[config.mk]
export PLATFORM = sky130hd
export DESIGN_NAME = rfc_top
export DESIGN_NICKNAME = d
export VERILOG_FILES = /design/src/rfc_pkg.sv /design/src/rfc_sync.sv /design/src/rfc_top.sv
export VERILOG_INCLUDE_DIRS = /design/src
export SDC_FILE = /design/constraint.sdc
export NUM_CORES = 1
export LEC_CHECK = 0
export ABC_AREA = 1
export BUFFER_PORTS_ARGS = -buffer_cell sky130_fd_sc_hd__buf_2
export CAP_MARGIN = 10
export CELL_PAD_IN_SITES_DETAIL_PLACEMENT = 0
export CELL_PAD_IN_SITES_GLOBAL_PLACEMENT = 1
export CORE_MARGIN = 3
export CORE_UTILIZATION = 50
export CTS_CLUSTER_SIZE = 10
export DETAILED_ROUTE_END_ITERATION = 12
export PLACE_DENSITY_LB_ADDON = 0.2
export SYNTH_ARGS = -nofsm -noshare
export SYNTH_HDL_FRONTEND = slang
export SYNTH_SLANG_ARGS = --single-unit
[constraint.sdc]
create_clock -name core_clk -period 2.8 [get_ports core_clk]
set_clock_uncertainty 0.05 [all_clocks]
set_input_delay 0.28 -clock core_clk [delete_from_list [all_inputs] [get_ports core_clk]]
set_output_delay 0.28 -clock core_clk [all_outputs]
set_load 0.01 [all_outputs]
[src/rfc_defs.svh]
`ifndef RFC_DEFS_SVH
`define RFC_DEFS_SVH

// Register byte addresses on the parallel bus
`define RFC_ADDR_FLAGS    17'h1_fff0
`define RFC_ADDR_CENT     17'h1_fff1
`define RFC_ADDR_ALM_SEC  17'h1_fff2

// Flags/control bit positions
`define RFC_FLG_WDOG      7
`define RFC_FLG_ALARM     6
`define RFC_FLG_DROP      5
`define RFC_FLG_CAL       2
`define RFC_FLG_W         1
`define RFC_FLG_R         0

// Alarm-seconds mask bit position
`define RFC_ALM_MASK      7

// Centuries field layout: tens in D5..D4, units in D3..D0
`define RFC_CENT_MASK     8'h3f

// Reset values
`define RFC_FLAGS_RST     8'h00
`define RFC_CENT_RST      8'h00
`define RFC_ALM_SEC_RST   8'h00
`define RFC_SEC_RST       8'h00

// BCD wrap points
`define RFC_SEC_MAX       8'h59
`define RFC_CENT_MAX      8'h99

// Oscillator edges per second and calibration tap (32768 / 64 = 512 Hz)
`define RFC_OSC_DIV       32768
`define RFC_CAL_BIT       5

// Reset value of the pin synchroniser: strobes idle high, rest low
`define RFC_SYNC_RST      30'h3800_0000

`endif

[src/rfc_pkg.sv]
`default_nettype none
package rfc_pkg;
	// One register byte
	typedef logic [7:0]  rfc_byte_t;
	// Bus address
	typedef logic [16:0] rfc_addr_t;
	// Phase of the asynchronous memory bus cycle
	typedef enum logic [1:0] {
		RFC_IDLE,
		RFC_RD,
		RFC_WR
	} rfc_phase_e;
endpackage
`default_nettype wire

[src/rfc_sync.sv]
`default_nettype none
// Two-stage synchroniser for a vector of asynchronous pins
module rfc_sync #(
	parameter int              W       = 1,
	parameter logic [W-1:0]    RST_VAL = '0
) (
	input  wire logic          core_clk,
	input  wire logic          nrst,
	input  wire logic [W-1:0]  async_in,
	output var  logic [W-1:0]  sync_out
);
	logic [W-1:0] stage1;   // First stage, read only by the second

	// Both stages reset to the idle level so no false strobe appears
	always_ff @(posedge core_clk or negedge nrst) begin
		if (!nrst) begin
			stage1   <= RST_VAL;
			sync_out <= RST_VAL;
		end else begin
			stage1   <= async_in;
			sync_out <= stage1;
		end
	end
endmodule
`default_nettype wire

[src/rfc_top.sv]
// Contract
// Alarm-seconds D7 set means ignore seconds
// Centuries: tens D5..D4, units D3..D0
// Watchdog expiry sets flag, flags read clears
// Alarm match sets flag, flags read clears
// Supply drop sets flag, flags read clears
// Calibration bit selects calibration mode output
// Write-freeze bit halts timekeeping counter updates
// Clearing write-freeze loads time into counters
// Read-capture rising edge snapshots counters
// Captured holding registers stay stable
// Software returns read-capture to zero first
// Interrupt level holds until flags read
// Flags read returns old value, clears afterwards
`include "rfc_defs.svh"
`default_nettype none
module rfc_top
	import rfc_pkg::*;
#(
	parameter int OSC_DIV = `RFC_OSC_DIV   // Oscillator edges per second tick
) (
	input  wire logic        core_clk,
	input  wire logic        nrst,
	input  wire logic [16:0] bus_addr,
	input  wire logic [7:0]  bus_dq_in,
	output var  logic [7:0]  bus_dq_out,
	output logic             bus_dq_oe,
	input  wire logic        bus_ce_n,
	input  wire logic        bus_we_n,
	input  wire logic        bus_oe_n,
	input  wire logic        osc_in,
	input  wire logic        supply_low,
	input  wire logic        wdog_expire,
	input  wire logic        alarm_rest_match,
	input  wire logic        century_carry,
	output var  logic [7:0]  cur_seconds,
	output var  logic        cal_out,
	output logic             irq_n
);
	// Synchronised pins
	logic        s_ce_n;        // Chip enable, active low
	logic        s_we_n;        // Write enable, active low
	logic        s_oe_n;        // Output enable, active low
	rfc_addr_t   s_addr;        // Address
	rfc_byte_t   s_din;         // Write data
	logic        s_osc;         // Oscillator level
	logic        s_vlow;        // Supply below threshold

	rfc_sync #(
		.W       (30),
		.RST_VAL (`RFC_SYNC_RST)
	) u_sync (
		.core_clk (core_clk),
		.nrst     (nrst),
		.async_in ({bus_ce_n, bus_we_n, bus_oe_n, bus_addr, bus_dq_in, osc_in, supply_low}),
		.sync_out ({s_ce_n, s_we_n, s_oe_n, s_addr, s_din, s_osc, s_vlow})
	);

	// BCD increment with wrap at a given maximum
	function automatic rfc_byte_t bcd_inc(input rfc_byte_t v, input rfc_byte_t maxv);
		rfc_byte_t r;
		r = v;
		if (v == maxv) begin
			r = 8'h00;
		end else if (v[3:0] == 4'h9) begin
			r = {4'(v[7:4] + 4'h1), 4'h0};
		end else begin
			r = {v[7:4], 4'(v[3:0] + 4'h1)};
		end
		return r;
	endfunction

	// Bus phase state
	rfc_phase_e  phase, next_phase;       // Current bus cycle phase
	rfc_addr_t   wr_addr, next_wr_addr;   // Address latched during write
	rfc_byte_t   wr_data, next_wr_data;   // Data latched during write
	rfc_byte_t   next_dq_out;             // Read data for next cycle
	logic        flag_rd, next_flag_rd;   // Flags register being read
	logic        wr_cond;                 // Write strobes both active
	logic        rd_cond;                 // Read strobes active
	logic        wr_commit;               // Write strobe just ended
	logic        flag_clr;                // Flags read just completed

	assign wr_cond = !s_ce_n && !s_we_n;
	assign rd_cond = !s_ce_n && !s_oe_n && s_we_n;

	// Bus cycle tracking; a write commits when its strobe ends so the
	// data seen last before the rising strobe is the one stored
	always_comb begin
		next_phase   = phase;
		next_wr_addr = wr_addr;
		next_wr_data = wr_data;
		wr_commit    = 1'b0;
		unique case (phase)
			RFC_IDLE: begin
				if (wr_cond) begin
					next_phase = RFC_WR;
				end else if (rd_cond) begin
					next_phase = RFC_RD;
				end
			end
			RFC_RD: begin
				if (!rd_cond) begin
					next_phase = RFC_IDLE;
				end
			end
			RFC_WR: begin
				if (wr_cond) begin
					next_wr_addr = s_addr;
					next_wr_data = s_din;
				end else begin
					wr_commit  = 1'b1;
					next_phase = RFC_IDLE;
				end
			end
			default: begin
				next_phase = RFC_IDLE;
			end
		endcase
		if (phase == RFC_IDLE && wr_cond) begin
			next_wr_addr = s_addr;
			next_wr_data = s_din;
		end
		// Clear only once the flags read ends, so the read sees old flags
		next_flag_rd = (next_phase == RFC_RD) && (s_addr == `RFC_ADDR_FLAGS);
		flag_clr     = flag_rd && !next_flag_rd;
	end

	always_ff @(posedge core_clk or negedge nrst) begin
		if (!nrst) begin
			phase      <= RFC_IDLE;
			wr_addr    <= '0;
			wr_data    <= '0;
			flag_rd    <= 1'b0;
			bus_dq_out <= 8'h00;
		end else begin
			phase      <= next_phase;
			wr_addr    <= next_wr_addr;
			wr_data    <= next_wr_data;
			flag_rd    <= next_flag_rd;
			bus_dq_out <= next_dq_out;
		end
	end

	// Output buffer enabled only during a read cycle
	assign bus_dq_oe = (phase == RFC_RD);

	// Control and status state
	logic        wdog_flag, next_wdog_flag;   // watchdog_expired_flag
	logic        alarm_flag, next_alarm_flag; // alarm_hit_flag
	logic        drop_flag, next_drop_flag;   // supply_drop_flag
	logic        cal, next_cal;           // Calibration select
	logic        wfrz, next_wfrz;         // Write-freeze
	logic        rcap, next_rcap;         // Read-capture
	rfc_byte_t   alm_sec, next_alm_sec;   // alarm_seconds_value
	rfc_byte_t   cent_hold, next_cent_hold; // century_count as software sees it
	rfc_byte_t   cent_cnt, next_cent_cnt; // Running century counter
	rfc_byte_t   next_sec;                // Running seconds counter
	logic [14:0] osc_cnt, next_osc_cnt;   // Oscillator edge divider
	logic [5:0]  cal_cnt, next_cal_cnt;   // Free-running calibration tap counter
	logic        osc_prev;                // Oscillator level one cycle ago
	logic        vlow_prev;               // Supply-low level one cycle ago
	logic        sec_tick;                // One-second tick
	logic        tick_d, next_tick_d;     // Seconds just advanced
	logic        alarm_hit;               // Alarm comparison true
	logic        drop_set;                // Supply just dropped
	logic        rcap_rise;               // Capture requested
	logic        wfrz_fall;               // Freeze released
	logic        live;                    // Holding follows counters
	logic        next_cal_out;            // Calibration output next value

	assign sec_tick  = s_osc && !osc_prev && (32'(osc_cnt) == OSC_DIV - 1);
	assign drop_set  = s_vlow && !vlow_prev;
	// Masked seconds leave the match to the remaining alarm fields
	assign alarm_hit = tick_d && alarm_rest_match &&
		(alm_sec[`RFC_ALM_MASK] || (cur_seconds[6:0] == alm_sec[6:0]));

	// Registers, flags and timekeeping next values
	always_comb begin
		next_cal     = cal;
		next_wfrz    = wfrz;
		next_rcap    = rcap;
		next_alm_sec = alm_sec;
		if (wr_commit && wr_addr == `RFC_ADDR_FLAGS) begin
			// Status flags are read-only; only control bits take writes
			next_cal  = wr_data[`RFC_FLG_CAL];
			next_wfrz = wr_data[`RFC_FLG_W];
			next_rcap = wr_data[`RFC_FLG_R];
		end
		if (wr_commit && wr_addr == `RFC_ADDR_ALM_SEC) begin
			next_alm_sec = wr_data;
		end
		rcap_rise = !rcap && next_rcap;
		wfrz_fall = wfrz && !next_wfrz;
		live      = !next_wfrz && !next_rcap;

		// Set wins over a clear in the same cycle
		next_wdog_flag  = wdog_expire || (wdog_flag && !flag_clr);
		next_alarm_flag = alarm_hit || (alarm_flag && !flag_clr);
		next_drop_flag  = drop_set || (drop_flag && !flag_clr);

		// Oscillator divider keeps running through freeze
		next_osc_cnt = osc_cnt;
		// Own tap counter: a short seconds divider must not starve the tap
		next_cal_cnt = cal_cnt;
		if (s_osc && !osc_prev) begin
			next_osc_cnt = sec_tick ? 15'h0000 : 15'(osc_cnt + 15'h0001);
			next_cal_cnt = 6'(cal_cnt + 6'h01);
		end

		next_sec      = cur_seconds;
		next_cent_cnt = cent_cnt;
		next_tick_d   = 1'b0;
		if (wfrz_fall) begin
			next_cent_cnt = cent_hold & `RFC_CENT_MASK;
		end else if (!wfrz) begin
			if (sec_tick) begin
				next_sec    = bcd_inc(cur_seconds, `RFC_SEC_MAX);
				next_tick_d = 1'b1;
			end
			if (century_carry) begin
				next_cent_cnt = bcd_inc(cent_cnt, `RFC_CENT_MAX);
			end
		end

		// Holding register: capture on request, then hold still
		next_cent_hold = cent_hold;
		if (wr_commit && wr_addr == `RFC_ADDR_CENT) begin
			next_cent_hold = wr_data & `RFC_CENT_MASK;
		end else if (rcap_rise || live) begin
			next_cent_hold = cent_cnt & `RFC_CENT_MASK;
		end

		next_cal_out = cal && cal_cnt[`RFC_CAL_BIT];

		// Read data mux
		unique case (s_addr)
			`RFC_ADDR_FLAGS:   next_dq_out = {wdog_flag, alarm_flag, drop_flag, 2'b00,
				cal, wfrz, rcap};
			`RFC_ADDR_CENT:    next_dq_out = cent_hold & `RFC_CENT_MASK;
			`RFC_ADDR_ALM_SEC: next_dq_out = alm_sec;
			default:           next_dq_out = 8'h00;
		endcase
	end

	always_ff @(posedge core_clk or negedge nrst) begin
		if (!nrst) begin
			wdog_flag   <= 1'b0;
			alarm_flag  <= 1'b0;
			drop_flag   <= 1'b0;
			cal         <= 1'b0;
			wfrz        <= 1'b0;
			rcap        <= 1'b0;
			alm_sec     <= `RFC_ALM_SEC_RST;
			cent_hold   <= `RFC_CENT_RST;
			cent_cnt    <= `RFC_CENT_RST;
			cur_seconds <= `RFC_SEC_RST;
			osc_cnt     <= 15'h0000;
			cal_cnt     <= 6'h00;
			osc_prev    <= 1'b0;
			vlow_prev   <= 1'b0;
			tick_d      <= 1'b0;
			cal_out     <= 1'b0;
		end else begin
			wdog_flag   <= next_wdog_flag;
			alarm_flag  <= next_alarm_flag;
			drop_flag   <= next_drop_flag;
			cal         <= next_cal;
			wfrz        <= next_wfrz;
			rcap        <= next_rcap;
			alm_sec     <= next_alm_sec;
			cent_hold   <= next_cent_hold;
			cent_cnt    <= next_cent_cnt;
			cur_seconds <= next_sec;
			osc_cnt     <= next_osc_cnt;
			cal_cnt     <= next_cal_cnt;
			osc_prev    <= s_osc;
			vlow_prev   <= s_vlow;
			tick_d      <= next_tick_d;
			cal_out     <= next_cal_out;
		end
	end

	// Level interrupt: low while any flag stands, released by the flags read
	assign irq_n = !(wdog_flag || alarm_flag || drop_flag);

	// Checks
	property p_mask;
		@(posedge core_clk) disable iff (!nrst)
		(tick_d && alarm_rest_match && alm_sec[`RFC_ALM_MASK]) |=> alarm_flag;
	endproperty
	a_mask: assert property (p_mask) else $error("masked seconds blocked alarm");

	property p_cent_top;
		@(posedge core_clk) disable iff (!nrst)
		(phase == RFC_RD && s_addr == `RFC_ADDR_CENT) |=> (bus_dq_out[7:6] == 2'b00);
	endproperty
	a_cent_top: assert property (p_cent_top) else $error("century top bits nonzero");

	property p_wdog_flag;
		@(posedge core_clk) disable iff (!nrst)
		wdog_expire |=> wdog_flag ##1 (wdog_flag || $past(flag_clr));
	endproperty
	a_wdog_flag: assert property (p_wdog_flag) else $error("watchdog flag not set");

	property p_alarm_flag;
		@(posedge core_clk) disable iff (!nrst)
		(alarm_flag && !flag_clr && !$rose(alarm_flag)) |=> alarm_flag;
	endproperty
	a_alarm_flag: assert property (p_alarm_flag) else $error("alarm flag lost unread");

	property p_drop_flag;
		@(posedge core_clk) disable iff (!nrst)
		(s_vlow && !vlow_prev) |=> (drop_flag && !irq_n);
	endproperty
	a_drop_flag: assert property (p_drop_flag) else $error("supply drop flag not set");

	property p_cal;
		@(posedge core_clk) disable iff (!nrst)
		cal_out |-> $past(cal);
	endproperty
	a_cal: assert property (p_cal) else $error("calibration output outside mode");

	property p_freeze;
		@(posedge core_clk) disable iff (!nrst)
		(wfrz && next_wfrz) |=> ($stable(cur_seconds) && $stable(cent_cnt));
	endproperty
	a_freeze: assert property (p_freeze) else $error("counters moved while frozen");

	property p_load;
		@(posedge core_clk) disable iff (!nrst)
		wfrz ##1 !wfrz |-> (cent_cnt == ($past(cent_hold, 1) & `RFC_CENT_MASK));
	endproperty
	a_load: assert property (p_load) else $error("time not loaded on freeze release");

	property p_capture;
		@(posedge core_clk) disable iff (!nrst)
		(rcap_rise && !(wr_commit && wr_addr == `RFC_ADDR_CENT))
			|=> (cent_hold == ($past(cent_cnt) & `RFC_CENT_MASK));
	endproperty
	a_capture: assert property (p_capture) else $error("snapshot not taken");

	property p_stable;
		@(posedge core_clk) disable iff (!nrst)
		(rcap && next_rcap && !(wr_commit && wr_addr == `RFC_ADDR_CENT))
			|=> $stable(cent_hold);
	endproperty
	a_stable: assert property (p_stable) else $error("holding register changed");

	property p_irq;
		@(posedge core_clk) disable iff (!nrst)
		(!irq_n && !flag_rd) |=> !irq_n;
	endproperty
	a_irq: assert property (p_irq) else $error("interrupt released without read");

	property p_rdclr;
		@(posedge core_clk) disable iff (!nrst)
		(flag_rd && next_flag_rd && wdog_flag) |=> wdog_flag;
	endproperty
	a_rdclr: assert property (p_rdclr) else $error("flag cleared during read");
endmodule
`default_nettype wire

==> results of run 1 <==
## state kept, by name, summed over array words and instances, names as in the netlist, 6 cells and up
name / count
alm_sec: 8
bus_dq_out: 8
cal_cnt: 6
cent_cnt: 8
cent_hold: 6
cur_seconds: 8
osc_cnt: 15
u_sync.stage1: 30
u_sync.sync_out: 30
wr_addr: 17
wr_data: 8
## report_power, final
| group | switching, W | internal, W | total, W |
|---|---|---|---|
| sequential | 0.000175 | 0.00250 | 0.00268 |
| clock | 0.000888 | 0.00134 | 0.00223 |
| combinational | 0.000270 | 0.000211 | 0.000481 |
| total | 0.00133 | 0.00405 | 0.00539 |
## cell usage in the layout (no fill, tap or decap), drive strengths merged, types with 7 or more instances in the layout
cell / n
a21oi: 11
buf: 57
clkbuf: 20
dfrtp: 151
dlygate4sd3: 31
ha: 10
inv: 71
nand2: 163
nand3: 41
nand4: 13
nor2: 37
nor3: 9
o211ai: 7
o21ai: 46
xnor2: 8
xor2: 10
## how the worst min path moves through the flow
| stage | startpoint | end | slack, ps | cells past startpoint |
|---|---|---|---|---|
| final | wdog_expire | wdog_flag | 20 | 2 |
| after global routing | wdog_expire | wdog_flag | 30 | 2 |
| after CTS | wdog_expire | wdog_flag | 10 | 2 |
| after detailed placement | nrst | osc_cnt[13] | 250 | 1 |
| after global placement | nrst | osc_cnt[11] | 250 | 1 |
| after floorplan | nrst | alarm_flag | -70 | 0 |
## cell type report
type                       instances  area share (%)
sequential                       157           52.48
multi-input combinational        371           25.47
timing repair buffer              88           8.324
clock buffer                      20           5.955
inverter                          71           3.553
tap                              143           2.385
clock inverter                    12           1.835
## kinds of logic after synthesis
logic type | count (synthesis) | synth area share [%]
AOI/OAI and AO/OA | 72 | 6.886
xor gates and xnor gates | 18 | 2.559
adders and majority gates | 10 | 2.031
buffers and inverters | 79 | 5.119
DFF | 157 | 63.90
and+or+nand+nor | 271 | 19.50
## stage by stage
stage	area (sq um)	total power [W]	std cells	hold slack [ps]	setup slack, ps
after floorplan	6160	0.002977	607	-65.59	1148
after global placement	6606	0.003141	799	249.6	874.4
after detailed placement	6606	0.003167	799	254.1	822.2
after CTS	7501	0.005457	862	10.17	792.7
after global routing	7501	0.005660	862	26.45	663.5
final	7501	0.005386	862	23.94	813.3
## worst max-delay path, stage by stage (launching register included)
cell and delay (ps):
sky130_fd_sc_hd__dfstp_2 530, sky130_fd_sc_hd__nor2_1 50, sky130_fd_sc_hd__nor2_1 120, sky130_fd_sc_hd__nand2_2 90, sky130_fd_sc_hd__or3_1 640, sky130_fd_sc_hd__nand2_1 140
sky130_fd_sc_hd__o21ai_0 90, sky130_fd_sc_hd__nand2_1 100, sky130_fd_sc_hd__nand2_1 50
## routing by layer
| layer | wire length [microns] | vias up |
|---|---|---|
| li1 | - | 2149 |
| met1 | 5560 | 1995 |
| met2 | 5365 | 83 |
| met3 | 427 | 16 |
| met4 | 218 | 0 |
| met5 | 0 | - |
==> impl_metrics.py, run 1 <==
metrics = {
    "setup_path": {
        "critPathMaxFanout": 19,
        "cp.arrival_ps": 2240,
        "worstSetupEndpoint": "cent_hold[0]",
        "path_class": "reg -> reg",
        "crit_start": "u_sync.sync_out[29]",
        "cp_data_required_time_ps": 3050,
        "worstSetupEndpointType": "flip-flop",
        "cp-start-kind": "flip-flop",
        "ff2ff_path_depth": 8,
        "r2r_slack_ps": 810,
        "critical_path.reg2reg.startpoint": "u_sync.sync_out[29]",
        "reg2reg_to": "cent_hold[0]",
    },
    "floorplanning": {
        "core_area_sq_mm": 0.01171,
        "die_area_sq_mm": 0.01369,
        "fp.dieW_microns": 117.0,
        "design.portCount": 54,
        "start_util_pct": 52.60,
        "die_height_microns": 117.0,
        "std_cell_rows": 39,
    },
    "power_and_ir_drop": {
        "powerDensity_mw_per_mm2": 718.1,
        "ir_worst_vdd_mv": 0.4679,
        "power.leakage_nw": 3.636,
    },
    "logic_synthesis": {
        "synthCells": 607,
        "mappedNetlistArea_sq_mm": 0.006160,
        "ys_ff_latch": 157,
        "post_synthesis_async_set_or_reset_flop_share_pct": 100.0,
        "synth-edff-count": 0,
        "top_cell_type_s_share_of_synthesized_area_pct": 61.34,
        "synth-warning-count": 0,
        "yosysUniqueCellTypes": 38,
        "synth_common_cells": "sky130_fd_sc_hd__nand2_1 (159), sky130_fd_sc_hd__dfrtp_1 (151), sky130_fd_sc_hd__inv_1 (68)",
        "synth_nets": 652,
        "seq_area_frac_synth_pct": 63.90,
        "synth-main-ff-cell": "sky130_fd_sc_hd__dfrtp_1",
        "synth.largest_area_cell": "sky130_fd_sc_hd__dfrtp_1",
        "synth_top_cells_by_area": "sky130_fd_sc_hd__dfrtp_1 (61%), sky130_fd_sc_hd__nand2_1 (9.7%), sky130_fd_sc_hd__inv_1 (4.1%), sky130_fd_sc_hd__nand3_1 (3.1%), sky130_fd_sc_hd__o21ai_0 (3.1%)",
        "synth.avg_cell_area_sq_um": 10.15,
        "dominant_cell_by_count_in_the_synthesized_netlist": "sky130_fd_sc_hd__nand2_1",
    },
    "layout": {
        "post-route-util_pct": 64.05,
        "final_nets": 751,
        "layout.area.seq_sq_mm": 0.003936,
        "layout-drive-gt1-share_pct": 16.55,
        "syn2layout_area_growth_pct": 21.78,
        "num-fill-cells": 955,
        "antenna_cells": 0,
        "multiInputGateArea_sq_mm": 0.001911,
    },
    "sta": {
        "tightestPinTransition_ps": 675.9,
        "layout_min_cycle_time_ps": 1987,
        "tns_ps": 0,
        "fmax_ghz": 0.5033,
        "rsz0062_at_grt": "false",
        "timing.final.setup_violations": 0,
        "max_slew_margin_vs_limit_pct": 54.94,
        "slew_violations": 0,
        "fin_crit_sh_pct": 70.95,
        "final_hold_viol_count": 0,
    },
    "clocking": {
        "tritoncts": "done",
        "clkSlewWorstSetupHoldPaths_ps": 60,
        "cts_root_buf": "sky130_fd_sc_hd__clkbuf_16",
        "cts_buffers": 17,
        "cts_hold_repair.buffers": 31,
        "worst_skew_pair_latency_ps": 410,
        "postCtsResizedCells": 0,
        "clock_path_buffers": 2,
        "count_of_clock_tree_sinks": 157,
        "clock_tree.htree_level_count": 4,
        "post-cts-setup-buffers": 0,
    },
    "global_route": {
        "gr-usage-met3_pct": 4.113,
        "grt_start_max_net_pins": 69,
        "grt.met2_usage_pct": 29.12,
        "grt_antenna_before_repair": 0,
        "grt_util_met1_pct": 27.17,
        "global_route_wire_length_before_repair_microns": 20130,
        "global_route.usage.total_pct": 19.10,
        "global_route.overflow_total": 0,
        "number_of_global_route_vias_before_repair": 4210,
        "busiest_layer": "met2",
    },
    "drt": {
        "drtIter0Drc": 296,
        "drt-pass1-iter-count": 5,
        "routedWlPerCell_microns": 13.42,
        "num_vias": 4243,
        "postRouteWirelength_microns": 11570,
        "drt.antenna.violating_nets": 0,
        "vias_per_cell": 4.922,
        "drt_drc_violations_left": 0,
    },
    "hold_path": {
        "min-delay-path-class": "in -> reg",
    },
    "place": {
        "place.port_buffers": 53,
        "detailedPlacementHpwl_microns": 8079,
        "place.gp.congestion": 0.7964,
    },
    "status": {
        "status": "finished clean",
    },
    "flow_run": {
        "drv.max_cap_violation_count": 0,
    },
}
Note: power is estimated with default switching activity, not from simulation.
==> run 2: changes to the inputs <==
Settings changed: CORE_UTILIZATION 50 to 42.
Clock period 2.8 ns to 1.8 ns, I/O delays scaled along.
==> run 2 against run 1 <==
Net effect:
- sequential share of layout area fell by 2.7 points
- sequential cell count did not move
- cell area rose by 5.4%
- final cell count rose by 7.3%
- worst setup slack got worse by 800 ps
- global-route usage fell by 2.7 points
- non-clock buffer count rose by 26
- combinational power rose by 70%
- register-to-register slack got worse by 800 ps
==> impl_metrics.py, run 2 (same netlist as run 1, synthesis figures left out) <==
metrics = {
    "status": {
        "status": "finished clean",
    },
    "sta": {
        "timing.final.setup_violations": 0,
        "tightestPinTransition_ps": 551.0,
        "fin_crit_sh_pct": 99.28,
        "tns_ps": 0,
        "max_slew_margin_vs_limit_pct": 63.27,
        "rsz0062_at_grt": "true",
        "slew_violations": 0,
        "fmax_ghz": 0.5596,
        "final_hold_viol_count": 0,
        "layout_min_cycle_time_ps": 1787,
        "post-route-worst-setup-slack_ps": 12.89,
        "holdWs_ps": 224.8,
    },
    "power_and_ir_drop": {
        "comb_power_share_pct": 9.7,
        "power.leakage_nw": 3.791,
        "powerDensity_mw_per_mm2": 1065,
        "ir_worst_vdd_mv": 0.7137,
        "power_switching_share_pct": 26.41,
        "clock_power_share_pct": 40.6,
        "power_switching_w": 0.002222,
        "finalPower_w": 0.008415,
        "share_seq_of_total_power_pct": 49.7,
        "internal-power_w": 0.006193,
    },
    "drt": {
        "vias_per_cell": 4.703,
        "routedWlPerCell_microns": 13.31,
        "num_vias": 4350,
        "drtIter0Drc": 271,
        "postRouteWirelength_microns": 12310,
        "drt-pass1-iter-count": 4,
        "drt_drc_violations_left": 0,
        "drt.antenna.violating_nets": 0,
    },
    "floorplanning": {
        "fp.dieW_microns": 127.1,
        "die_area_sq_mm": 0.01615,
        "die_height_microns": 127.1,
        "std_cell_rows": 43,
        "design.portCount": 54,
        "core_area_sq_mm": 0.01410,
        "start_util_pct": 43.70,
    },
    "setup_path": {
        "reg2reg_to": "cent_hold[2]",
        "r2r_slack_ps": 10,
        "cell_breakdown_of_the_critical_path": "nand2_1, nor2_2, nand2_1, nor2_2, nand2_2, nand2_1, nand2_1, inv_2, nand2_2, nand2_4, nand2_4, nand2_1, nand2_1",
        "timing.critical_path.slowest_cell_delay_ps": 350,
        "crit_family": "simple AND/OR/NAND/NOR gates",
        "path_class": "reg -> reg",
        "cp-start-kind": "flip-flop",
        "critPathBufInv": 1,
        "cp_data_required_time_ps": 2070,
        "worstSetupEndpointType": "flip-flop",
        "critical_path.reg2reg.startpoint": "wr_addr[13]",
        "cp.arrival_ps": 2060,
        "critPathMaxFanout": 7,
        "ff2ff_path_depth": 13,
        "cp_slowest_cell": "sky130_fd_sc_hd__dfrtp_1",
        "critical_path.most_common_cell": "sky130_fd_sc_hd__nand2_1",
    },
    "clocking": {
        "cts_root_buf": "sky130_fd_sc_hd__clkbuf_16",
        "count_of_clock_tree_sinks": 157,
        "clock_tree.htree_level_count": 4,
        "clock_path_buffers": 2,
        "worst_skew_pair_latency_ps": 430,
        "cts_buffers": 17,
        "tritoncts": "done",
        "clkSlewWorstSetupHoldPaths_ps": 70,
    },
    "place": {
        "worst_setup_slack_after_placement_ps": -28.91,
        "detailedPlacementHpwl_microns": 8547,
        "place.gp.congestion": 0.7839,
        "place.port_buffers": 53,
    },
    "global_route": {
        "global_route.usage.total_pct": 16.38,
        "global_route.overflow_total": 0,
        "number_of_global_route_vias_before_repair": 4415,
        "grt_antenna_before_repair": 0,
        "global_route_wire_length_before_repair_microns": 20970,
        "grt_start_max_net_pins": 54,
    },
    "hold_path": {
        "min_delay_path_depth": 4,
        "min_to": "cent_cnt[1]",
        "min-delay-path-class": "in -> reg",
        "min-delay-start": "century_carry",
    },
    "flow_run": {
        "drv.max_cap_violation_count": 0,
    },
    "layout": {
        "final_nets": 777,
        "mostFrequentLayoutCells": "sky130_fd_sc_hd__dfrtp_1 (151), sky130_fd_sc_hd__nand2_1 (148), sky130_fd_sc_hd__inv_1 (65), sky130_fd_sc_hd__buf_2 (52)",
        "layout.cells.most_common": "sky130_fd_sc_hd__dfrtp_1",
        "top_regs": "u_sync.stage1 x30, u_sync.sync_out x30, wr_addr x17",
        "syn2layout_area_growth_pct": 28.30,
        "antenna_cells": 0,
        "layout-drive-gt1-share_pct": 22.68,
    },
}
run 2: changes by cell type in the layout (fill, tap and decap cells not counted), moves of 3 or more:
cell	before	now
sky130_fd_sc_hd__buf_12	1	4
sky130_fd_sc_hd__nand2_2	3	12
sky130_fd_sc_hd__o21ai_1	3	6
sky130_fd_sc_hd__buf_6	1	4
sky130_fd_sc_hd__o21ai_0	38	34
sky130_fd_sc_hd__nand3_1	38	34
sky130_fd_sc_hd__nand3_4	0	3
sky130_fd_sc_hd__inv_6	1	4
sky130_fd_sc_hd__nand2_1	159	148
sky130_fd_sc_hd__inv_1	68	65
sky130_fd_sc_hd__buf_4	3	21
run 2: power groups by stage:
stage	clock [W]	sequential [W]	combinational, W
6_report	0.00342	0.00418	0.000818
5_1_grt	0.00365	0.00423	0.000953
2_1_floorplan	0	0.00414	0.000487
3_5_place_dp	0	0.00423	0.000737
4_1_cts	0.00350	0.00417	0.000799
3_3_place_gp	0	0.00421	0.000704
run 2: layer usage:
layer	share of wire, %	vias up	track usage [%]
met5	0	-	0
met4	2.5	0	7.760
met3	3.1	22	3.763
met2	47	73	25.47
met1	47	2045	21.91
li1	-	2210	-
run 2: repair_timing:
action	in CTS	in global routing
resized for setup	1	40
setup endpoints to repair	9	30
hold buffers	33	0
endpoints found under the hold margin	81	0
buffers inserted	1	9
pin swaps	1	14
run 2: worst register-to-register path, delay by kind of cell, from the launching register on:
| family | cells | cell delay [ps] |
|---|---|---|
| buffers and inverters | 1 | 60 |
| and+or+nand+nor | 12 | 1240 |
| DFF | 1 | 350 |
run 2: final cells by class:
class                      instances  area, sq um
tap                              180        225.2
timing repair buffer             114        873.3
clock buffer                      19        432.9
multi-input combinational        371         2032
clock inverter                    13        133.9
sequential                       157         3936
inverter                          71        269.0
fill                            1207         6193
run 2: metrics by stage:
stage               util (%)  cells  cell area (sq um)
floorplan                  -    607               6160
global placement       48.21    850               6795
detailed placement     48.21    850               6795
CTS                    54.66    916               7705
global route           56.06    925               7903
finish                 56.06    925               7903
run 2: worst max path at each step:
stage | from | endpoint | slack (ps) | cells after the start
CTS | osc_cnt[1] | cur_seconds[7] | 7 | 7
global route | wr_addr[12] | cent_hold[0] | -110 | 13
floorplan | osc_cnt[0] | cur_seconds[4] | 150 | 10
detailed placement | u_sync.sync_out[29] | cent_cnt[7] | -30 | 10
finish | wr_addr[13] | cent_hold[2] | 10 | 13
global placement | u_sync.sync_out[29] | cent_cnt[7] | 20 | 10
